===== src/inc/bjc_pkg.sv =====
// Package for the branch target jump cache: rule overview, constants and carriers
// Overview of operation
// [RULE_01] Only taken relative, absolute or bit-test jumps load the jump cache.
// [RULE_02] On a hit, supply cached words at target A and A+2 without refetching.
// [RULE_03] Hit only if no cache-loading jump, segment change or interrupt intervened.
// [RULE_04] After both cached words, fetch resumes at A+4, even after event transfer.
// [RULE_05] Relative jump is one word long, also as direct target of a jump.
// [RULE_06] Absolute jump reached from a cache-loading jump also resumes at A+4.
// [RULE_07] On a miss, fetch target normally and store its first two words. A jump that arrives during a hit or a fill is neither fetched nor stored.
package bjc_pkg;
  localparam int unsigned ADDR_W        = 16;
  localparam int unsigned DATA_W        = 16;
  localparam logic [15:0] WORD_STEP     = 16'h0002;
  localparam logic [15:0] HIT_RESUME    = 16'h0004;
  localparam logic [15:0] RST_ADDR      = 16'h0000;
  localparam logic [15:0] RST_WORD      = 16'h0000;

  typedef enum logic [2:0]
  {
    BJC_CLS_OTHER,
    BJC_CLS_REL,
    BJC_CLS_ABS,
    BJC_CLS_BIT,
    BJC_CLS_SEG
  } bjc_cls_e;

  // Branch report from the execute stage
  typedef struct packed
  {
    logic        taken;
    bjc_cls_e    cls;
    logic [15:0] pc;
    logic [15:0] target;
  } bjc_jump_s;

  // Fetch request towards program memory
  typedef struct packed
  {
    logic        req;
    logic [15:0] addr;
  } bjc_fetch_s;
endpackage


===== src/verilog/bjc_jump_cache.sv =====
// Jump cache between instruction fetch and program memory
`timescale 1ns/1ps
`default_nettype none
module bjc_jump_cache
  import bjc_pkg::*;
(
  // Clock and reset
  input  wire logic        i_clk,
  input  wire logic        i_sys_rst,
  // Execute stage events
  input  var  bjc_jump_s   i_jump,
  input  wire logic        i_irq_taken,
  input  wire logic        i_evt_xfer,
  // Fetch unit side
  input  wire logic        i_seq_req,
  output bjc_fetch_s       o_fetch,
  // Program memory return
  input  wire logic        i_mem_valid,
  input  wire logic [15:0] i_mem_data,
  // Words to the decoder
  output logic             o_word_valid,
  output logic [15:0]      o_word,
  output logic             o_from_cache,
  output logic             o_hit
);
  typedef enum logic [1:0]
  {
    BJC_ST_RUN,
    BJC_ST_HIT0,
    BJC_ST_HIT1,
    BJC_ST_FILL
  } bjc_state_e;

  bjc_state_e  state;
  logic        valid;
  logic        fill_live;
  logic [15:0] tag_pc;
  logic [15:0] tag_target;
  logic [15:0] fetch_addr;
  logic        fill_idx;
  logic        rd_idx;
  logic [15:0] rd_word;
  logic        loads;
  logic        is_hit;
  logic        store_wr;

  // Only these classes load the cache [RULE_01]
  assign loads = i_jump.taken && (i_jump.cls == BJC_CLS_REL || i_jump.cls == BJC_CLS_ABS
                                  || i_jump.cls == BJC_CLS_BIT);

  // Tag holds the jump's own address; a one-word relative jump that is the
  // target of another jump is matched by its own pc, not by its predecessor [RULE_05]
  assign is_hit = loads && valid && (tag_pc == i_jump.pc) && (tag_target == i_jump.target)
                  && (state == BJC_ST_RUN);

  assign store_wr = (state == BJC_ST_FILL) && i_mem_valid;

  bjc_word_store #(
    .WIDTH (DATA_W)
  ) u_store (
    .i_clk     (i_clk),
    .i_sys_rst (i_sys_rst),
    .i_wr      (store_wr),
    .i_wr_idx  (fill_idx),
    .i_wr_data (i_mem_data),
    .i_rd_idx  (rd_idx),
    .o_rd_data (rd_word)
  );

  // Validity and tag of the single entry
  always_ff @(posedge i_clk)
  begin
    if (i_sys_rst)
    begin
      valid      <= 1'b0;
      tag_pc     <= RST_ADDR;
      tag_target <= RST_ADDR;
    end
    else if (i_irq_taken || (i_jump.taken && i_jump.cls == BJC_CLS_SEG))
    begin
      valid <= 1'b0; // [RULE_03]
    end
    else if (loads && !is_hit)
    begin
      // Another cache-loading jump replaces the entry, so the old one cannot hit [RULE_03]
      valid <= 1'b0;
      // Jumps refused while busy must not retag the words being fetched
      if (state == BJC_ST_RUN)
      begin
        tag_pc     <= i_jump.pc;
        tag_target <= i_jump.target;
      end
    end
    else if (store_wr && fill_idx)
    begin
      valid <= fill_live; // [RULE_07]
    end
  end

  // A fill overtaken by an interrupt, a segment change or another loading jump
  // must never turn the entry valid, or a stale pair could hit later [RULE_03]
  always_ff @(posedge i_clk)
  begin
    if (i_sys_rst)
    begin
      fill_live <= 1'b0;
    end
    else if (i_irq_taken || (i_jump.taken && i_jump.cls == BJC_CLS_SEG))
    begin
      fill_live <= 1'b0;
    end
    else if (loads && !is_hit)
    begin
      fill_live <= (state == BJC_ST_RUN);
    end
  end

  // Fetch sequencing; resume address is computed from the target only, so an
  // event transfer between the jump and its target cannot skew it [RULE_04] [RULE_06]
  always_ff @(posedge i_clk)
  begin
    if (i_sys_rst)
    begin
      state      <= BJC_ST_RUN;
      fetch_addr <= RST_ADDR;
      fill_idx   <= 1'b0;
      rd_idx     <= 1'b0;
      o_fetch    <= '0;
    end
    else
    begin
      case (state)
        BJC_ST_RUN:
        begin
          if (is_hit)
          begin
            state      <= BJC_ST_HIT0; // [RULE_02]
            rd_idx     <= 1'b1;
            fetch_addr <= i_jump.target + HIT_RESUME; // [RULE_04]
            o_fetch    <= '0;
          end
          else if (i_jump.taken)
          begin
            state      <= (loads && !(i_irq_taken)) ? BJC_ST_FILL : BJC_ST_RUN;
            fill_idx   <= 1'b0;
            fetch_addr <= i_jump.target + WORD_STEP;
            o_fetch    <= '{req: 1'b1, addr: i_jump.target}; // [RULE_07]
          end
          else if (i_seq_req)
          begin
            fetch_addr <= fetch_addr + WORD_STEP;
            o_fetch    <= '{req: 1'b1, addr: fetch_addr};
          end
          else
          begin
            o_fetch.req <= 1'b0;
          end
        end
        BJC_ST_HIT0:
        begin
          state  <= BJC_ST_HIT1;
          rd_idx <= 1'b0;
        end
        BJC_ST_HIT1:
        begin
          // Second cached word leaves now; memory resumes past both [RULE_04]
          state      <= BJC_ST_RUN;
          fetch_addr <= fetch_addr + WORD_STEP;
          o_fetch    <= '{req: 1'b1, addr: fetch_addr};
        end
        BJC_ST_FILL:
        begin
          o_fetch.req <= 1'b0;
          if (i_mem_valid)
          begin
            if (fill_idx)
            begin
              state <= BJC_ST_RUN;
            end
            else
            begin
              fill_idx   <= 1'b1;
              fetch_addr <= fetch_addr + WORD_STEP;
              o_fetch    <= '{req: 1'b1, addr: fetch_addr};
            end
          end
        end
        default:
          state <= BJC_ST_RUN;
      endcase
    end
  end

  // Word delivery: cached words on a hit, memory data otherwise [RULE_02]
  always_ff @(posedge i_clk)
  begin
    if (i_sys_rst)
    begin
      o_word_valid <= 1'b0;
      o_word       <= RST_WORD;
      o_from_cache <= 1'b0;
      o_hit        <= 1'b0;
    end
    else
    begin
      o_hit <= is_hit;
      if (state == BJC_ST_HIT0 || state == BJC_ST_HIT1)
      begin
        o_word_valid <= 1'b1;
        o_word       <= rd_word;
        o_from_cache <= 1'b1;
      end
      else
      begin
        o_word_valid <= i_mem_valid;
        o_word       <= i_mem_data;
        o_from_cache <= 1'b0;
      end
    end
  end

  // Event transfers steal bus slots only; fetch state is left untouched
  logic unused_evt;
  assign unused_evt = i_evt_xfer;
endmodule
`default_nettype wire


===== src/verilog/bjc_word_store.sv =====
// Two-entry word store holding the instruction words at the jump target
`timescale 1ns/1ps
`default_nettype none
module bjc_word_store
  import bjc_pkg::*;
#(
  parameter int unsigned WIDTH = 16
)
(
  // Clock and reset
  input  wire logic             i_clk,
  input  wire logic             i_sys_rst,
  // Write side
  input  wire logic             i_wr,
  input  wire logic             i_wr_idx,
  input  wire logic [WIDTH-1:0] i_wr_data,
  // Read side
  input  wire logic             i_rd_idx,
  output logic      [WIDTH-1:0] o_rd_data
);
  logic [WIDTH-1:0] mem [2];

  always_ff @(posedge i_clk)
  begin
    if (i_sys_rst)
    begin
      mem[0] <= WIDTH'(RST_WORD);
      mem[1] <= WIDTH'(RST_WORD);
    end
    else if (i_wr)
    begin
      mem[i_wr_idx] <= i_wr_data;
    end
  end

  // Registered read, so the word is ready the cycle after selection
  always_ff @(posedge i_clk)
  begin
    if (i_sys_rst)
      o_rd_data <= WIDTH'(RST_WORD);
    else
      o_rd_data <= mem[i_rd_idx];
  end
endmodule
`default_nettype wire

===== config.mk =====
export PLATFORM = sky130hd
export DESIGN_NAME = bjc_jump_cache
export DESIGN_NICKNAME = d
export VERILOG_FILES = /design/src/inc/bjc_pkg.sv /design/src/verilog/bjc_jump_cache.sv /design/src/verilog/bjc_word_store.sv
export SDC_FILE = /design/constraint.sdc
export NUM_CORES = 1
export LEC_CHECK = 0
export BUFFER_PORTS_ARGS = -buffer_cell sky130_fd_sc_hd__buf_4
export CAP_MARGIN = 20
export CORE_MARGIN = 3
export CORE_UTILIZATION = 57
export CTS_CLUSTER_SIZE = 30
export DETAILED_ROUTE_END_ITERATION = 6
export GPL_ROUTABILITY_DRIVEN = 0
export PLACE_DENSITY = 0.92
export SYNTH_ARGS = -nofsm -noshare
export SYNTH_HDL_FRONTEND = slang
export SYNTH_SLANG_ARGS = --single-unit

===== constraint.sdc =====
create_clock -name i_clk -period 3 [get_ports i_clk]
set_clock_uncertainty 0.2 [all_clocks]
set_input_delay 0.3 -clock i_clk [delete_from_list [all_inputs] [get_ports i_clk]]
set_output_delay 0.3 -clock i_clk [all_outputs]
set_load 0.01 [all_outputs]

# [Yosys cells after proc, flatten, opt, wreduce, memory -nomap -nowiden]
# Memory sizes are Yosys's and may differ from the RTL's. A register that Yosys moved wholly into a read port is not among the register bits.
# Cells that the tools add are included.
# W data, S select, Z words.
[op_classes] n_addsub=3 n_eq_ne=17 muxes=36 n_bitwise=1 reduce_logical=28
[op_table] cell="$mux W16" count=8
[op_table] cell="$mux W17" count=4
[op_table] cell="$pmux W17 S3" count=1
[op_table] cell="$pmux W16 S3" count=1
[op_table] cell="$add A16 B2 Y16 const B" count=2
[op_table] cell="$eq A16 B16 Y1" count=2
[op_table] cell="$add A16 B3 Y16 const B" count=1
[op_table] cell="$reduce_or A16 Y1" count=1
[op_table] cell="$mux W1" count=14
[op_table] cell="$ne A2 B2 Y1 const B" count=6
[op_table] cell="$logic_and A1 B1 Y1" count=10
[op_table] cell="$mux W2" count=5
[op_table] cell="$pmux W2 S4" count=1
[op_table] cell="$reduce_and A4 Y1" count=2
[op_table] cell="$eq A3 B2 Y1 const B" count=2
[op_table] cell="$reduce_and A3 Y1" count=2
[op_table] cell="$eq A2 B2 Y1 const B" count=2
[op_table] cell="$logic_or A1 B1 Y1" count=4
[op_table] cell="$ne A4 B4 Y1 const B" count=1
[op_table] cell="$pmux W1 S2" count=2
[op_table] cell="$reduce_bool A2 Y1" count=2
[op_table] cell="$eq A3 B1 Y1 const B" count=1
[op_table] cell="$eq A3 B3 Y1 const B" count=1
[op_table] cell="$ne A3 B3 Y1 const B" count=1
[op_table] cell="8 further kinds" count=9
[totals] regBits=90 mem_bits_rw=32 input_bits=58 output_inout_bits=36 word_cells=100 memories=1
[mem_list] name="u_store.mem" depth=2 word_bits=16 rd=1 rd_clocked_by_memory_dff=1 write_ports=2 line_no="bjc_word_store.sv:21" rtl="logic [WIDTH-1:0] mem [2];"

# [Logic depth before layout (Yosys ltp)]
# Gate-level depths: netlist of the first run.
[depth] depth_word=11 depth_mapped=12 ltp_nobuf=9

# [Hierarchy]
# Synthesis of the first run repeated with hierarchy kept, for this count alone.
[unflattened] cells_unflattened=687 hier_area_um2=6676.4
[modules_own_cells] mod="bjc_jump_cache" instances=1 cells_per_inst=564 area_each_um2=4879.7 seq_area_each_um2=1801.7
[modules_own_cells] mod="bjc_word_store" instances=1 cells_per_inst=123 area_each_um2=1796.7 seq_area_each_um2=1281.2

# [Worst setup path before layout of the first run]
# OpenSTA, ideal clock, no wires.
[synth_timing] path_kind="input port to flip-flop" startpoint="input i_jump[9] (netlist name)" endpoint="register fetch_addr[14]" setup_ns=0.115 arrival_time_ns=2.442 required_time_ns=2.685 setup_slack_ns=0.243 stages=9 path_buffers=1 cell_sequence="buf_6 xnor2_2 o221ai_1 or4_4 nor4b_4 o21ai_1 or3_1 xnor2_1 a2111oi_0"
[synth_via] elab_chain_cells=5 word_cells_on_any_way=10 cone_classes="2 x add/sub; 2 x eq/ne; 3 x mux; 3 x reduce/logical"
[synth_rtl] item="from (decl)" line_no="bjc_jump_cache.sv:11" rtl="input var bjc_jump_s i_jump,"
[synth_rtl] item="branches (longest 5 deep; another with $add A16 B2 Y16)"
[synth_rtl] item="to (signal assigned)" line_no="bjc_jump_cache.sv:139" rtl="fetch_addr <= i_jump.target + HIT_RESUME;"
[synth_rtl] item="to (signal assigned)" line_no="bjc_jump_cache.sv:146" rtl="fetch_addr <= i_jump.target + WORD_STEP;"
[synth_rtl] item="to (signal assigned)" line_no="bjc_jump_cache.sv:151" rtl="fetch_addr <= fetch_addr + WORD_STEP;"
[synth_rtl] item="to (decl)" line_no="bjc_jump_cache.sv:39" rtl="logic [15:0] fetch_addr;"
# Parallel ways; which one is timed is not known.
# A chain may end at the register's enable or synchronous reset.

# [Final worst setup path of the first run]
[layout_timing] startpoint="input i_jump[20] (netlist name)" endpoint="register fetch_addr[14]"
[layout_via] elab_chain_cells=6 word_cells_on_any_way=8 cone_classes="2 x eq/ne; 2 x mux; 4 x reduce/logical"
[layout_rtl] item="$eq A16 B16 Y1 (*)" line_no="bjc_jump_cache.sv:53" rtl="assign is_hit = loads && valid && (tag_pc == i_jump.pc) && (tag_target == i_jump.target)"
[layout_rtl] item="$logic_and A1 B1 Y1 (*) (2 in series)" line_no="bjc_jump_cache.sv:53"
[layout_rtl] item="$logic_and A1 B1 Y1 (*)" line_no="bjc_jump_cache.sv:54" rtl="&& (state == BJC_ST_RUN);"
[layout_rtl] item="$ne A4 B4 Y1 (no source line) / $mux W16 (equally long branches)"
[layout_rtl] item="$reduce_and A4 Y1 (no source line) / $pmux W16 S3 (equally long branches)"
# Mark *: on every way between the ends. The rest lies on a longest branch, timed or not.

==> results.cfg, run 1 <==
[power]
pwr-share-clk_pct = 41.1
peakVddDrop_uv = 458
p_sw_mw = 1.30
pwr-share-seq_pct = 44.1
combPwrFrac_pct = 14.8
p_sw_share_pct = 27.6
total_power_mw = 4.72
cellPowerDensity_mw_per_mm2 = 568
p_leak_nw = 3.54
p_int_mw = 3.41

[logic_synthesis]
synthCells = 690
ys_warn_count = 0
yosysTopAreaCell = dfxtp_1
seq_area_frac_synth_pct = 47.2
synth_edf_count = 32
async_flop_share_pct = 0
synth.distinct_cells = 57
synth_seq_cells = 138
synthTopCellsByArea = dfxtp_1 (32%), edfxtp_1 (15%), mux2i_1 (9.6%)
synth_area_per_cell_sq_um = 9.47
synth_top_area_share_pct = 32.5
synth_ff_type = dfxtp_1
syn_nets = 755
synth_area_sq_mm = 0.00654

[route]
drtIter0Drc = 698
avgViaCountPerCell = 6.09
num_vias = 5890
drt-pass1-iter-count = 7
wl_per_cell_um = 19.0
drc_errors = 2
routed_wl_um = 18300
postRouteAntennaNets = 0

[setup_path]
rrSetupSlack_ns = 0.12
crit_required_ns = 3.11
crit_path_end = fetch_addr[14]$_SDFFE_PP0P_
path_class = primary input to register
reg2reg_depth = 10
cp-startpoint = i_jump[20]
cp-start-kind = primary input
cp-end-kind = register
rr_startpoint = tag_target[0]$_SDFFE_PP0P_
arrival_ns = 3.10
cp_max_fo = 2
r2r-end = tag_target[8]$_SDFFE_PP0P_

[placement]
dp_hpwl_um = 11500
dpl_cell_area_sq_mm = 0.00737
port_buffers = 92
dp_cells = 900

[floorplan]
pin_count = 94
chipHeight_um = 113
die_area_sq_mm = 0.0128
core_region_area_sq_mm = 0.0110
fp.dieW_um = 113
rows = 38
initial_core_util_pct = 59.3

[final_layout]
fin_area_sq_mm = 0.00831
nNetsFinal = 879
stdcell_count = 967
area_growth_pct = 27.1
n_antenna_cell = 0
drive_gt1_share_pct = 21.3
layout_common_cells = nor2_1 (115), buf_4 (115), dfxtp_1 (106)
utilization_pct = 75.3

[grt]
grt_max_degree = 41
grt_overflow_total = 0
grt_antenna_before_repair = 0
grt_pass1_vias = 5932
grtUsageTotal_pct = 28.3
grt_pass1_wl_um = 28800

[clock_tree]
clk_pin_slew_ns = 0.06
cts_root_buf = clkbuf_16
clk_path_buf_depth = 2
insertion_delay_ns = 0.43
cts_buffers = 17
cts_tree = done
h-tree-depth = 4
cts.sinks = 138

[hold_path]
hp-start = i_jump[7]
hold_class = primary input to register

[timing]
slew_viol_final = 0
slew-limit-headroom_pct = 32.1
finalCritPeriodShare_pct = 100
hold_viol = 0
timing.fmax_mhz = 333
worst_pin_slew_ns = 1.02
finalCriticalPeriod_ns = 3.00
tns_ns = 0
rsz0062_at_grt = true
setup_viol = 0

[run_status]
outcome = finished with violations
violations = DRC

[run]
drv_cap = 0
==> cell type report <==
class,instances,area (sq um)
multi-input cells,491,3200
flip-flops and latches,138,3080
fillers,653,2720
repair buffers,150,1240
clock buffers,18,439
well taps,140,175
clock inverters,14,110
inverters,16,60.1
==> critical path, cell delays in order <==
cell	delay [ns]
dlygate4sd3_1	0.54
buf_4	0.14
xor2_1	0.14
nor4_1	0.37
nand3_1	0.28
nor4b_4	0.32
o21ai_1	0.14
or3_1	0.36
xnor2_1	0.19
a2111oi_2	0.33
==> timing repair <==
item	in CTS	in global routing
pin swaps	0	4
buffers inserted	0	2
gates resized for setup	1	7
setup endpoints to repair	1	46
hold endpoints to repair	60	0
hold buffers	32	0
gates cloned	0	1
==> logic make-up after synthesis <==
group | synth area share, %
multiplexers | 9.65
adder cells (fa/ha/maj) | 1.34
flip-flops | 47.2
XOR/XNOR | 4.80
buffers and inverters | 4.31
AO/OA/AOI/OAI | 11.9
AND/OR/NAND/NOR | 20.8
==> per-stage QoR <==
step	worst slack (ns)	hold WS, ns
after CTS	0.0153	0.00523
after global routing	-0.0243	0.0219
after global placement	0.0944	0.249
after detailed placement	-0.0479	0.260
after floorplan	0.243	0.216
final	0.000729	0.0168
==> power by group through the flow <==
| stage | clock [mW] | sequential, mW | combinational, mW |
|---|---|---|---|
| global route | 2.03 | 2.09 | 0.751 |
| floorplan | 0 | 2.12 | 0.361 |
| detailed placement | 0 | 2.11 | 0.629 |
| CTS | 1.94 | 2.08 | 0.670 |
| finish | 1.94 | 2.08 | 0.697 |
| global placement | 0 | 2.10 | 0.606 |
==> synth_stat cells, types with 2 or more instances <==
library cell	n
a2111oi_0	2
a211oi_1	5
a21oi_1	36
a221oi_1	8
a221oi_2	9
a31oi_1	2
and2_1	34
and3_1	5
and4_1	2
buf_1	4
buf_2	3
buf_6	6
clkbuf_1	31
dfxtp_1	106
edfxtp_1	32
ha_1	7
inv_1	15
mux2i_1	63
nand2_1	31
nand2b_1	8
nand3_1	17
nand3b_1	2
nand4_1	3
nor2_1	115
nor2b_1	8
nor3_1	27
nor3b_1	2
nor4_1	9
nor4b_4	2
o2111ai_1	3
o211ai_1	2
o21ai_0	19
o21ai_1	6
o221ai_1	3
o22ai_1	3
or2_2	4
or3_1	4
xnor2_1	12
xor2_1	22
==> sequential cells by signal, summed over array words and instances, names as in the netlist, 2 cells and up <==
register	cells
o_word	16
tag_target	16
fetch_addr	16
o_fetch	17
u_store.o_rd_data	16
state	2
u_store.mem	32
tag_pc	16
==> worst min-delay path by stage <==
stage                                            end  slack (ns)  cells past startpoint
after global routing         o_word_valid$_SDFF_PP0_        0.02                      3
final                     tag_target[7]$_SDFFE_PP0P_        0.02                      3
after detailed placement       o_word[11]$_SDFF_PP0_        0.26                      2
after floorplan              o_word_valid$_SDFF_PP0_        0.22                      2
after CTS                         valid$_SDFFE_PP0P_       0.005                      3
after global placement          o_word[7]$_SDFF_PP0_        0.25                      2
==> metal layers <==
metal | GRT usage, % | up-vias | wire length, um
li1 | - | 2662 | -
met2 | 48.5 | 391 | 9020
met1 | 33.4 | 2746 | 6890
met3 | 7.06 | 91 | 1740
met5 | 0 | - | 0
met4 | 13.1 | 0 | 697
Note: power is estimated with default switching activity, not from simulation.
==> inputs of run 2 (changes only) <==
==> constraint.sdc (replaced) <==
create_clock -name i_clk -period 3.05 [get_ports i_clk]
set_clock_uncertainty 0.2 [all_clocks]
set_input_delay 0.305 -clock i_clk [delete_from_list [all_inputs] [get_ports i_clk]]
set_output_delay 0.305 -clock i_clk [all_outputs]
set_load 0.01 [all_outputs]
==> run 2 against run 1 <==
  * The flow finishes with violations (setup timing)
  * Sequential share of layout area is 0.60 points lower
  * Setup slack worse by 0.068 ns
  * Worst hold slack better by 0.015 ns
  * Power is 3.4% higher
  * Sequential power hardly changed
  * Clock power is 9% higher
  * Clock-buffer cell count is 1 higher
  * Via count is 4.0% higher
  * Non-clock buffer count is 4 higher
  * Critical path depth stayed put
  * Largest power group is now clock
  * Highest routed layer unchanged
==> results.cfg, run 2 (synthesized netlist as in run 1, its figures left out) <==
[run_status]
outcome = finished with violations
violations = setup timing

[grt]
grt_pass1_vias = 6076
grt_overflow_total = 0
grt_antenna_before_repair = 0
grt_pass1_wl_um = 30400
grtUsageTotal_pct = 30.1
grt_max_degree = 41

[final_layout]
regMostFlops = u_store.mem
drive_gt1_share_pct = 21.5
largest_registers = u_store.mem: 32 flops, o_fetch: 17 flops
area_growth_pct = 29.2
utilization_pct = 76.6
nNetsFinal = 883
largest_register_ffs = 32
layout_common_cells = nor2_1 (115), buf_4 (114), dfxtp_1 (106)
n_antenna_cell = 0
final_common_cell = nor2_1

[placement]
port_buffers = 92
place_ws_ns = -0.0451
dp_hpwl_um = 11600

[floorplan]
pin_count = 94
chipHeight_um = 113
fp.dieW_um = 113
core_region_area_sq_mm = 0.0110
initial_core_util_pct = 59.3
die_area_sq_mm = 0.0128
rows = 38

[timing]
setup_viol = 5
timing.fmax_mhz = 321
tns_ns = -0.157
finalCriticalPeriod_ns = 3.12
finalCritPeriodShare_pct = 102
worst_pin_slew_ns = 1.03
slew-limit-headroom_pct = 31.0
fin_ws_ns = -0.0670
hold_ws_ns = 0.0314
rsz0062_at_grt = true
slew_viol_final = 0
hold_viol = 0

[setup_path]
cp-end-kind = register
rrSetupSlack_ns = 0.06
path_class = primary input to register
r2r-end = fetch_addr[14]$_SDFFE_PP0P_
cp_max_fo = 2
cp-startpoint = i_jump[31]
reg2reg_depth = 8
crit_required_ns = 3.17
crit_path_end = fetch_addr[14]$_SDFFE_PP0P_
rr_startpoint = tag_target[9]$_SDFFE_PP0P_
cp-start-kind = primary input
arrival_ns = 3.24

[hold_path]
whs_path_depth = 3
hold_class = primary input to register

[clock_tree]
cts.sinks = 138
cts_buffers = 17
cts_root_buf = clkbuf_16
cts_tree = done
h-tree-depth = 4
insertion_delay_ns = 0.43
clk_pin_slew_ns = 0.06
clk_path_buf_depth = 2

[route]
drt-pass1-iter-count = 7
num_vias = 6127
drc_errors = 0
routed_wl_um = 20100
drtIter0Drc = 874
avgViaCountPerCell = 6.31
wl_per_cell_um = 20.7
postRouteAntennaNets = 0

[power]
combPwrFrac_pct = 14.5
total_power_mw = 4.88
p_sw_mw = 1.34
cellPowerDensity_mw_per_mm2 = 577
pwr-share-clk_pct = 43.5
p_leak_nw = 3.60
pwr-share-seq_pct = 42.0
p_int_mw = 3.54
peakVddDrop_uv = 803
p_sw_share_pct = 27.4

[run]
drv_cap = 0
## run 2: cell types whose count changed in the layout (fill, tap and decap cells not counted), moves of 2 or more
cell	previous run	this run
dlygate4sd3_1	32	35
bufinv_16	0	2
inv_6	6	8
clkinvlp_4	3	1
## run 2: power groups by stage
| stage | Clock (mW) | Sequential (mW) | Combinational (mW) |
|---|---|---|---|
| 2_1_floorplan | 0 | 2.08 | 0.355 |
| 3_3_place_gp | 0 | 2.07 | 0.594 |
| 3_5_place_dp | 0 | 2.08 | 0.617 |
| 4_1_cts | 2.10 | 2.04 | 0.663 |
| 5_1_grt | 2.19 | 2.06 | 0.754 |
| 6_report | 2.12 | 2.05 | 0.706 |
## run 2: through the flow
step	cell area, sq um	instances
after floorplan	6540	690
after global placement	7360	899
after detailed placement	7360	899
after CTS	8310	966
after global routing	8450	971
final	8450	971
## run 2: worst min-delay path by stage
| stage | start | to | slack [ns] |
|---|---|---|---|
| 6_report | i_jump[0] | tag_target[0]$_SDFFE_PP0P_ | 0.03 |
| 5_1_grt | i_jump[0] | tag_target[0]$_SDFFE_PP0P_ | 0.04 |
| 4_1_cts | i_jump[7] | tag_target[7]$_SDFFE_PP0P_ | 0.007 |
| 3_5_place_dp | fetch_addr[0]$_SDFFE_PP0P_ | fetch_addr[0]$_SDFFE_PP0P_ | 0.27 |
| 3_3_place_gp | u_store.o_rd_data[7]$_SDFF_PP0_ | o_word[7]$_SDFF_PP0_ | 0.25 |
| 2_1_floorplan | i_mem_valid | o_word_valid$_SDFF_PP0_ | 0.22 |
## run 2: routing by layer
metal / share of wire [%] / vias to the layer above / track usage (%)
met5: 0 / - / 0
met4: 5.9 / 0 / 16.9
met3: 9.9 / 142 / 9.04
met2: 48 / 444 / 50.2
met1: 36 / 2855 / 34.4
li1: - / 2686 / -
## run 2: timing repair
item | in CTS | in global routing
endpoints found under the hold margin | 66 | 0
setup endpoints to repair | 11 | 57
hold buffers | 35 | 0
gates resized for setup | 1 | 10
cloned | 0 | 2
setup buffers | 0 | 3
pin swaps | 0 | 1
## run 2: layout make-up
| type | instances | area, sq um |
|---|---|---|
| Multi-Input combinational cell | 491 | 3220 |
| Clock inverter | 13 | 155 |
| Tap cell | 140 | 175 |
| Sequential cell | 138 | 3080 |
| Timing Repair Buffer | 154 | 1310 |
| Clock buffer | 19 | 443 |
| Inverter | 16 | 60.1 |
| Fill cell | 627 | 2580 |
## run 2: worst max-delay path: stages
cell           delay [ns]
dlygate4sd3_1        0.54
buf_4                0.14
xor2_1               0.16
nor4_1               0.40
nand3_1              0.31
nor4b_4              0.34
o21ai_1              0.13
or3_1                0.33
xnor2_1              0.19
a2111oi_2            0.39
==> inputs of run 3 (changes only) <==
--- a/config.mk
+++ b/config.mk
@@ -13,6 +13,8 @@
 export DETAILED_ROUTE_END_ITERATION = 6
 export GPL_ROUTABILITY_DRIVEN = 0
 export PLACE_DENSITY = 0.92
+export SKIP_CTS_REPAIR_TIMING = 1
 export SYNTH_ARGS = -nofsm -noshare
 export SYNTH_HDL_FRONTEND = slang
 export SYNTH_SLANG_ARGS = --single-unit
+export TNS_END_PERCENT = 10
==> run 3 against run 2 <==
  * The run ends with hold timing left
  * Combinational power is 3.4% lower
  * Maximum frequency is 4.2% higher
  * Clock power hardly changed
  * Register-to-register slack hardly changed
  * Cell count is 0.62% lower
  * Power is 0.93% lower
  * Non-clock buffer count is 6 lower
  * Core utilization is 1.0 points lower
  * Sequential share of layout area is 0.50 points higher
  * Critical endpoint unchanged
  * Largest cell class unchanged
  * Largest power group unchanged
==> results.cfg, run 3 (synthesized netlist as in run 1, its figures left out) <==
[floorplan]
core_region_area_sq_mm = 0.0110
rows = 38
die_area_sq_mm = 0.0128
initial_core_util_pct = 59.3
chipHeight_um = 113
pin_count = 94
fp.dieW_um = 113

[final_layout]
num-fill-cells = 661
multi_input_area_sq_mm = 0.00319
final_common_cell = nor2_1
largest_register_ffs = 32
utilization_pct = 75.5
regMostFlops = u_store.mem
fin_area_sq_mm = 0.00833
area_growth_pct = 27.5
seqCellArea_sq_mm = 0.00308
stdcell_count = 965
largest_registers = u_store.mem: 32 flops, o_fetch: 17 flops
layout_common_cells = nor2_1 (115), buf_4 (114), dfxtp_1 (106)
nNetsFinal = 877
n_antenna_cell = 0
drive_gt1_share_pct = 21.0

[setup_path]
cp-start-kind = primary input
crit_required_ns = 3.14
path_class = primary input to register
cp_max_fo = 2
arrival_ns = 3.08
cp-end-kind = register

[route]
routed_wl_um = 19000
drt-pass1-iter-count = 6
postRouteAntennaNets = 0
wl_per_cell_um = 19.7
avgViaCountPerCell = 6.19
drtIter0Drc = 658
num_vias = 5973
drc_errors = 0

[grt]
grt_antenna_before_repair = 0
grt_pass1_wl_um = 28200
grt_max_degree = 41
grt_pass1_vias = 5826
grt_overflow_total = 0
grtUsageTotal_pct = 27.8

[power]
cellPowerDensity_mw_per_mm2 = 580
p_leak_nw = 3.56
peakVddDrop_uv = 779
total_power_mw = 4.83

[timing]
setup_viol = 0
slew-limit-headroom_pct = 32.6
slew_viol_final = 0
finalCriticalPeriod_ns = 2.99
hold_viol = 2
hold_ws_ns = -0.0208
timing.fmax_mhz = 334
tns_ns = 0
finalCritPeriodShare_pct = 98.1
fin_ws_ns = 0.0575
worst_pin_slew_ns = 1.01

[placement]
dp_hpwl_um = 11600
dp_cells = 899
port_buffers = 92
place_ws_ns = -0.0451
dpl_cell_area_sq_mm = 0.00736

[clock_tree]
insertion_delay_ns = 0.43
h-tree-depth = 4
cts_root_buf = clkbuf_16
cts.sinks = 138
cts_tree = done
clk_pin_slew_ns = 0.06
clk_path_buf_depth = 2
cts_buffers = 17

[run_status]
violations = hold timing
outcome = finished with violations

[hold_path]
hold_class = primary input to register

[run]
drv_cap = 0
==> run 3: layout make-up <==
| class | count | area share, % |
|---|---|---|
| Multi-Input combinational cell | 491 | 38.3 |
| Sequential cell | 138 | 37.0 |
| Timing Repair Buffer | 148 | 14.7 |
| Clock buffer | 19 | 5.32 |
| Tap cell | 140 | 2.10 |
| Clock inverter | 13 | 1.86 |
| Inverter | 16 | 0.721 |
==> run 3: path summary, 6_finish.rpt <==
| path | cells past startpoint | startpoint | slack (ns) | end |
|---|---|---|---|---|
| worst min register to register | 2 | fetch_addr[0]$_SDFFE_PP0P_ | 0.28 | fetch_addr[0]$_SDFFE_PP0P_ |
| worst min-delay path | 3 | i_jump[30] | -0.02 | tag_pc[14]$_SDFFE_PP0P_ |
| worst max-delay path | 10 | i_jump[20] | 0.06 | fetch_addr[14]$_SDFFE_PP0P_ |
| worst max register to register | 10 | tag_target[0]$_SDFFE_PP0P_ | 0.07 | tag_target[6]$_SDFFE_PP0P_ |
==> run 3: metal layers <==
metal / up-vias / global-route usage, % / share of wire, %
met5: - / 0 / 0
met4: 0 / 17.4 / 5.0
met3: 116 / 8.50 / 9.8
met2: 420 / 45.8 / 49
met1: 2759 / 31.4 / 36
li1: 2678 / - / -
==> run 3: worst max-delay path: stages <==
cell and delay (ns):
dlygate4sd3_1 0.54, buf_4 0.15, xor2_1 0.15, nor4_2 0.28
nand3_1 0.25, nor4b_4 0.32, o21ai_1 0.13, or3_1 0.33
xnor2_1 0.17, a2111oi_1 0.45
==> run 3: power by group <==
group	total (mW)	switching [mW]	internal (mW)
Clock	2.10	0.853	1.25
Combinational	0.682	0.373	0.309
Sequential	2.05	0.0740	1.97
Total	4.83	1.30	3.53
